File: config.mk
export PLATFORM = sky130hd
export DESIGN_NAME = host_status_control_regs
export DESIGN_NICKNAME = d
export VERILOG_FILES = /design/src/pkg/hsc_pkg.sv /design/src/readback_snapshot.sv /design/src/host_status_control_regs.sv
export SDC_FILE = /design/constraint.sdc
export NUM_CORES = 1
export LEC_CHECK = 0
export BUFFER_PORTS_ARGS = -buffer_cell sky130_fd_sc_hd__buf_2
export CAP_MARGIN = 20
export CELL_PAD_IN_SITES_DETAIL_PLACEMENT = 0
export CELL_PAD_IN_SITES_GLOBAL_PLACEMENT = 2
export CORE_MARGIN = 2
export CORE_UTILIZATION = 33
export CTS_CLUSTER_SIZE = 25
export DETAILED_ROUTE_END_ITERATION = 6
export PLACE_DENSITY_LB_ADDON = 0.1
export SETUP_SLACK_MARGIN = 0.4
export SLEW_MARGIN = 20
export SYNTH_ARGS = -nofsm -noshare
export SYNTH_HDL_FRONTEND = slang
export SYNTH_SLANG_ARGS = --single-unit
File: constraint.sdc
create_clock -name CLK -period 1.7 [get_ports CLK]
set_input_delay 0.17 -clock CLK [delete_from_list [all_inputs] [get_ports CLK]]
set_output_delay 0.17 -clock CLK [all_outputs]
set_load 0.02 [all_outputs]
File: src/pkg/hsc_pkg.sv
// hsc_pkg: offsets, field positions, reset values and carriers of the
// host status and control register bank.
// assumes one device clock; the host port decoder lives outside.
package hsc_pkg;

  localparam int ADDR_W = 8;
  localparam int DATA_W = 8;
  localparam int VAL_W  = 12;
  localparam int N_CH   = 3;

  // register offsets
  localparam logic [7:0] OFF_SOFT_RESET = 8'h80;
  localparam logic [7:0] OFF_CHECKSUM   = 8'h81;
  localparam logic [7:0] OFF_PART_CODE  = 8'h82;
  localparam logic [7:0] OFF_TEMP       = 8'h83;
  localparam logic [7:0] OFF_CH2_HIGH   = 8'h84;
  localparam logic [7:0] OFF_CH2_GAIN   = 8'h85;
  localparam logic [7:0] OFF_CH2_OFFS   = 8'h86;
  localparam logic [7:0] OFF_CH1_HIGH   = 8'h87;
  localparam logic [7:0] OFF_CH1_GAIN   = 8'h88;
  localparam logic [7:0] OFF_CH1_OFFS   = 8'h89;
  localparam logic [7:0] OFF_CH0_HIGH   = 8'h8a;
  localparam logic [7:0] OFF_CH0_GAIN   = 8'h8b;
  localparam logic [7:0] OFF_CH0_OFFS   = 8'h8c;
  localparam logic [7:0] OFF_ALARM      = 8'h8d;
  localparam logic [7:0] OFF_SPARE_8E   = 8'h8e;
  localparam logic [7:0] OFF_CTRL       = 8'h90;
  localparam logic [7:0] OFF_SPARE_91   = 8'h91;

  // field positions
  localparam int SOFT_RESET_BIT = 7;
  localparam int ALARM_LSB      = 5;
  localparam int LOCK_BIT       = 4;
  localparam int STROBE_BIT     = 1;
  localparam int CLEAR_BIT      = 0;
  localparam int REV_LSB        = 4;

  // reset values and codes
  localparam logic [7:0] RST_CTRL     = 8'h00;
  localparam logic [7:0] RST_SPARE    = 8'h00;
  localparam logic [2:0] RST_ALARM    = 3'h0;
  localparam logic [3:0] DOWNLOAD_COMPLETE_CODE_CODE = 4'ha;

  typedef struct packed {
    logic [VAL_W-1:0] gain;
    logic [VAL_W-1:0] offset;
  } chan_val_s;

  typedef struct packed {
    logic [ADDR_W-1:0] addr;
    logic              wr;
    logic              rd;
    logic [DATA_W-1:0] wdata;
  } host_req_s;

endpackage

File: src/readback_snapshot.sv
// readback_snapshot: holds one channel's gain and offset as last strobed.
// assumes snap is a one-cycle pulse and clear is the bank's soft reset.
`timescale 1ns/1ps
module readback_snapshot
  import hsc_pkg::*;
#(
  parameter int W = 12
) (
  // clock and reset
  input  wire logic      clk,
  input  wire logic      rst_n,
  input  wire logic      clear,
  // capture
  input  wire logic      snap,
  input  wire chan_val_s live,
  output chan_val_s      held
);

  initial begin
    if (W != VAL_W) $error("readback_snapshot: W must match VAL_W");
  end

  chan_val_s s;
  chan_val_s next_s;

  always_comb begin
    next_s = s;
    // strobe freezes the live value so both halves read coherently
    if (snap) begin
      next_s = live;
    end
    if (clear) begin
      next_s = '0;
    end
  end

  always_ff @(posedge clk or negedge rst_n) begin
    if (!rst_n) begin
      s <= '0;
    end else begin
      s <= next_s;
    end
  end

  assign held = s;

endmodule

File: src/host_status_control_regs.sv
// host_status_control_regs: upper register bank reached only by the host.
// assumes a decoded register port: one request per cycle, read or write.
`timescale 1ns/1ps
module host_status_control_regs
  import hsc_pkg::*;
#(
  parameter int         CHANNELS  = 3,
  parameter logic [3:0] REV_CODE  = 4'h3,  // arbitrary value
  parameter logic [3:0] PART_CODE = 4'h9   // arbitrary value
) (
  // clock and reset
  input  wire logic                 CLK,
  input  wire logic                 RST_N,
  // host register port
  input  wire host_req_s            REG_REQ,
  output logic [DATA_W-1:0]         REG_RDATA,
  output logic                      REG_RVALID,
  // device state
  input  wire chan_val_s [N_CH-1:0] CHAN_LIVE,
  input  wire logic [N_CH-1:0]      CH_FAULT,
  input  wire logic [DATA_W-1:0]    TEMP_CODE,
  input  wire logic [DATA_W-1:0]    CFG_CHECKSUM,
  input  wire logic [3:0]           DL_CODE,
  // status out
  output logic                      SOFT_RESET,
  output logic                      DOWNLOAD_DONE,
  output logic [N_CH-1:0]           CH_FAULT_FLAGS
);

  initial begin
    if (CHANNELS != N_CH) $error("host_status_control_regs: CHANNELS must be 3");
  end

  typedef struct packed {
    logic [DATA_W-1:0] ctrl;
    logic [N_CH-1:0]   alarm;
    logic [DATA_W-1:0] spare_8e;
    logic [DATA_W-1:0] spare_91;
    logic [DATA_W-1:0] rdata;
    logic              rvalid;
    logic              srst;
    logic              download_complete_code;
  } bank_s;

  localparam bank_s BANK_RST = '{ctrl: RST_CTRL, alarm: RST_ALARM, spare_8e: RST_SPARE,
                                 spare_91: RST_SPARE, rdata: '0, rvalid: 1'b0,
                                 srst: 1'b0, download_complete_code: 1'b0};

  bank_s s;
  bank_s next_s;

  chan_val_s [N_CH-1:0] held;
  logic                 snap;
  logic                 allowed;
  logic                 wr_ok;
  logic                 rd_ok;
  logic [DATA_W-1:0]    rd_mux;

  // one snapshot per output channel
  genvar g;
  generate
    for (g = 0; g < N_CH; g++) begin : g_snap
      readback_snapshot #(
        .W (VAL_W)
      ) u_snap (
        .clk   (CLK),
        .rst_n (RST_N),
        .clear (s.srst),
        .snap  (snap),
        .live  (CHAN_LIVE[g]),
        .held  (held[g])
      );
    end
  endgenerate

  // the control register stays reachable so a locked bank can be unlocked
  assign allowed = !s.ctrl[LOCK_BIT] || (REG_REQ.addr == OFF_CTRL);
  assign wr_ok   = REG_REQ.wr && allowed && !s.srst;
  assign rd_ok   = REG_REQ.rd && allowed;
  assign snap    = wr_ok && (REG_REQ.addr == OFF_CTRL) && REG_REQ.wdata[STROBE_BIT];

  always_comb begin
    rd_mux = '0;
    unique case (REG_REQ.addr)
      OFF_SOFT_RESET: rd_mux = {s.srst, 7'h00};
      OFF_CHECKSUM:   rd_mux = CFG_CHECKSUM;
      OFF_PART_CODE:  rd_mux = {REV_CODE, PART_CODE};
      OFF_TEMP:       rd_mux = TEMP_CODE;
      OFF_CH2_HIGH:   rd_mux = {held[2].gain[11:8], held[2].offset[11:8]};
      OFF_CH2_GAIN:   rd_mux = held[2].gain[7:0];
      OFF_CH2_OFFS:   rd_mux = held[2].offset[7:0];
      OFF_CH1_HIGH:   rd_mux = {held[1].gain[11:8], held[1].offset[11:8]};
      OFF_CH1_GAIN:   rd_mux = held[1].gain[7:0];
      OFF_CH1_OFFS:   rd_mux = held[1].offset[7:0];
      OFF_CH0_HIGH:   rd_mux = {held[0].gain[11:8], held[0].offset[11:8]};
      OFF_CH0_GAIN:   rd_mux = held[0].gain[7:0];
      OFF_CH0_OFFS:   rd_mux = held[0].offset[7:0];
      OFF_ALARM:      rd_mux = {s.alarm, 5'h00};
      OFF_SPARE_8E:   rd_mux = s.spare_8e;
      OFF_CTRL:       rd_mux = s.ctrl;
      OFF_SPARE_91:   rd_mux = s.spare_91;
      default:        rd_mux = '0;
    endcase
  end

  always_comb begin
    next_s        = s;
    next_s.rvalid = REG_REQ.rd;
    // a locked read still answers, with zero, so the host never hangs
    next_s.rdata  = rd_ok ? rd_mux : '0;
    if (wr_ok) begin
      unique case (REG_REQ.addr)
        OFF_SOFT_RESET: next_s.srst = 1'b1;
        OFF_ALARM:      next_s.alarm = REG_REQ.wdata[ALARM_LSB +: N_CH];
        OFF_SPARE_8E:   next_s.spare_8e = REG_REQ.wdata;
        OFF_SPARE_91:   next_s.spare_91 = REG_REQ.wdata;
        OFF_CTRL:       next_s.ctrl = REG_REQ.wdata;
        default:        next_s.ctrl = s.ctrl;
      endcase
      if ((REG_REQ.addr == OFF_CTRL) && REG_REQ.wdata[CLEAR_BIT]) begin
        next_s.alarm = '0;
      end
    end
    // a fault in the clearing cycle is kept: set wins over clear
    next_s.alarm   = next_s.alarm | CH_FAULT;
    next_s.download_complete_code = (DL_CODE == DOWNLOAD_COMPLETE_CODE_CODE);
    if (s.srst) begin
      next_s        = BANK_RST;
      // a read in the pulse cycle still answers, so a host awaiting it never stalls
      next_s.rvalid = REG_REQ.rd;
      next_s.rdata  = rd_ok ? rd_mux : '0;
    end
  end

  always_ff @(posedge CLK or negedge RST_N) begin
    if (!RST_N) begin
      s <= BANK_RST;
    end else begin
      s <= next_s;
    end
  end

  assign REG_RDATA      = s.rdata;
  assign REG_RVALID     = s.rvalid;
  assign SOFT_RESET     = s.srst;
  assign DOWNLOAD_DONE  = s.download_complete_code;
  assign CH_FAULT_FLAGS = s.alarm;

  // helpers read only by the checks
  logic [DATA_W-1:0]    ch2_high;
  logic [DATA_W-1:0]    ch2_gain_lo;
  logic                 locked;
  chan_val_s [N_CH-1:0] live_q;

  assign ch2_high    = {held[2].gain[11:8], held[2].offset[11:8]};
  assign ch2_gain_lo = held[2].gain[7:0];
  assign locked      = s.ctrl[LOCK_BIT];
  assign live_q      = CHAN_LIVE;
endmodule

==> results.yml <==
synth:
  ys_top_cells_by_count: "dfrtp_1, nand2_1, nand2b_1"
  ys_top_cells_by_area: "dfrtp_1, nand2b_1, nand2_1"
  ys.flop_type: "dfrtp_1"
  synth.avg_cell_area_um2: 9.31
  yosysUniqueCellTypes: 61
  synth_area_leader_cell: "dfrtp_1"
  yosysWarnings: 0
  ys_ff_latch: 110
  synth.most_common_cell: "dfrtp_1"
  async_flop_share_pct: 100
  synthesis.nets: 746
  seq_area_frac_synth_pct: 46.9
  synth_edf_count: 0
  syn_inst: 631
  synth_top_cell_area_share_pct: 46.9
  syn_area_mm2: 0.00587
drt:
  wl_per_cell_um: 20.9
  first_iter_violations: 358
  vias: 5364
  drt_pre_antenna_iters: 4
  vias_per_cell: 5.17
  route.detailed.drc: 0
  drt.antenna.violating_nets: 0
  wl_um: 21700
floorplanning:
  fp.dieH_um: 137
  start_util_pct: 33.8
  die_x_um: 137
  die_area_mm2: 0.0189
  placement_rows: 48
  ios: 129
  coreArea_mm2: 0.0174
critical_path:
  path_cells: "buf_6, or4b_4, buf_6, nor2_4, buf_6, nand3_2, and3_1, a31oi_1"
  critical_path_buf_inv_count: 3
  critPathRequiredTime_ns: 1.96
  crit_top_cell: "buf_6"
  worst_setup_path_end_kind: "flop"
  crit_type: "input pin to flop"
  slowest_delay_ns: 0.62
  path_depth: 8
  reg2reg_slack_ns: 0.24
  r2r-start: "g_snap[2].u_snap.held[10]$_DFFE_PN0P_"
  cp-start-kind: "input pin"
  reg2reg_to: "REG_RDATA[2]$_DFF_PN0_"
  crit_family: "simple AND/OR/NAND/NOR gates"
  critPathMaxFanout: 6
  arrival_ns: 1.75
  slowest_stage: "or4b_4"
  rr_worst_depth: 5
layout:
  design_area_mm2: 0.00799
  finalNonFillerCells: 1037
  finalNetCount: 922
  drive_above_1_share_pct: 36.9
  num_antenna_cells: 0
  syn2layout_area_growth_pct: 36.0
min_path:
  hold_start: "CHAN_LIVE[40]"
  min_path_type: "input pin to flop"
  hold_depth: 3
  hold_path_end: "g_snap[1].u_snap.held[16]$_DFFE_PN0P_"
placement:
  dp.cells: 998
  io_buffer_count: 128
  dp_hpwl_um: 15400
  gp_congestion: 0.881
  pre_cts_ws_ns: -0.241
  post_dp_cell_area_mm2: 0.00709
sta:
  hold_violations: 0
  tightest_slew_ns: 0.651
  fin_crit_sh_pct: 87.3
  relSlewSlack_pct: 56.6
  fmax_ghz: 0.674
  rsz0062_at_grt: "true"
  setup_viol: 0
  setup_ws_ns: 0.215
  whs_ns: 0.0107
  fin_skew_ns: 0.00620
  setup_tns_ns: 0
  drv_slew: 0
  fin_crit_ns: 1.48
clock_network:
  numCtsBuffers: 9
  clock_sinks: 110
  clock_latency_ns: 0.36
  cts_root_buf: "clkbuf_16"
  cts_max_level: 3
  cts_tree: "built"
  clockBufferDepth: 2
  clk_pin_slew_ns: 0.08
pwr:
  power_density_mw_per_mm2: 777
  leakage_uw: 0.00349
  vdd_drop_max_mv: 0.484
global_route:
  antenna_found_initial: 0
  grt_max_degree: 111
  grt_pass1_vias: 5324
  grt_pass1_wl_um: 31200
  overflow: 0
  grt_usage_pct: 22.6
run:
  cap_viol_max_count: 0
run_status:
  outcome: "finished, final reports clean"
[final cells by class]
cell class,instances,area (µm²)
fillers,1741,9370
multi-input cells,456,3030
flip-flops and latches,110,2750
repair buffers,223,1600
well taps,225,282
clock buffers,9,225
clock inverters,7,71.3
inverters,7,26.3
[worst register-to-register path: cells and delay by family, from the launching register on]
kind	cells	cell delay [ns]
AOI/OAI and AO/OA	2	0.27
DFF	1	0.41
muxes	1	0.31
and+or+nand+nor	2	0.33
[repair_timing]
action,in CTS,in global routing
endpoints found under the hold margin,111,0
resized for setup,36,43
cloned,0,7
setup endpoints to repair,108,109
buffers inserted,8,6
hold buffers,2,0
pin swaps,23,12
[layout by cell type, fill, tap and decap left out, types with 6 or more instances in the layout]
cell and n:
buf_2 122, dfrtp_1 109, nand2_1 87, nand2b_1 72, buf_4 70, o21ai_1 68
nand3_1 20, a22o_1 18, buf_6 18, a21oi_1 13, clkbuf_16 13, a31oi_1 12
nor2b_1 11, o21ai_0 10, mux2i_1 9, and3_1 8, inv_1 7, mux2_2 7
a22oi_1 7, nor2_1 6, nor3_1 6, nor3b_1 6
[per-layer routing]
metal,up-vias,routed length (µm),global-route usage [%]
li1,2584,-,-
met1,2602,9880,31.7
met2,152,10300,36.1
met3,26,1010,2.47
met4,0,485,8.30
met5,-,0,0
[cells by family after synthesis]
family	Yosys count	synth area share (%)
simple gates	264	24.6
compound gates	173	18.7
flops	110	46.9
buf+inv	65	6.16
mux	19	3.64
[per-stage QoR]
stage | total power, µW | util (%)
floorplan | 3440 | -
global placement | 3970 | 40.8
detailed placement | 3970 | 40.8
CTS | 6220 | 44.0
global route | 6460 | 46.0
finish | 6210 | 46.0
[worst max path at each step]
stage / to / slack [ns] / start
final: REG_RDATA[2]$_DFF_PN0_ / 0.22 / REG_REQ[15]
after global routing: g_snap[1].u_snap.held[9]$_DFFE_PN0P_ / 0.18 / SOFT_RESET$_DFF_PN0_
after CTS: CH_FAULT_FLAGS[1]$_DFF_PN0_ / 0.23 / REG_REQ[10]
after detailed placement: REG_RDATA[3]$_DFF_PN0_ / -0.24 / REG_REQ[16]
after global placement: REG_RDATA[3]$_DFF_PN0_ / -0.20 / REG_REQ[16]
after floorplan: s[19]$_DFFE_PN0P_ / 0.03 / REG_REQ[12]
[flip-flops by register name (all words and copies together) (netlist names)]
register / count
SOFT_RESET: 1
g_snap.u_snap.held: 72
REG_RDATA: 8
DOWNLOAD_DONE: 1
CH_FAULT_FLAGS: 3
s: 23
locked: 1
REG_RVALID: 1
[power by group]
group          leakage (µW)  switching [µW]  internal (µW)  total (µW)
registers           0.00120             188           2850        3040
clock network      0.000150            1060           1150        2210
logic               0.00214             507            457         964
total               0.00349            1750           4460        6210
(Power assumes the default switching activity.)
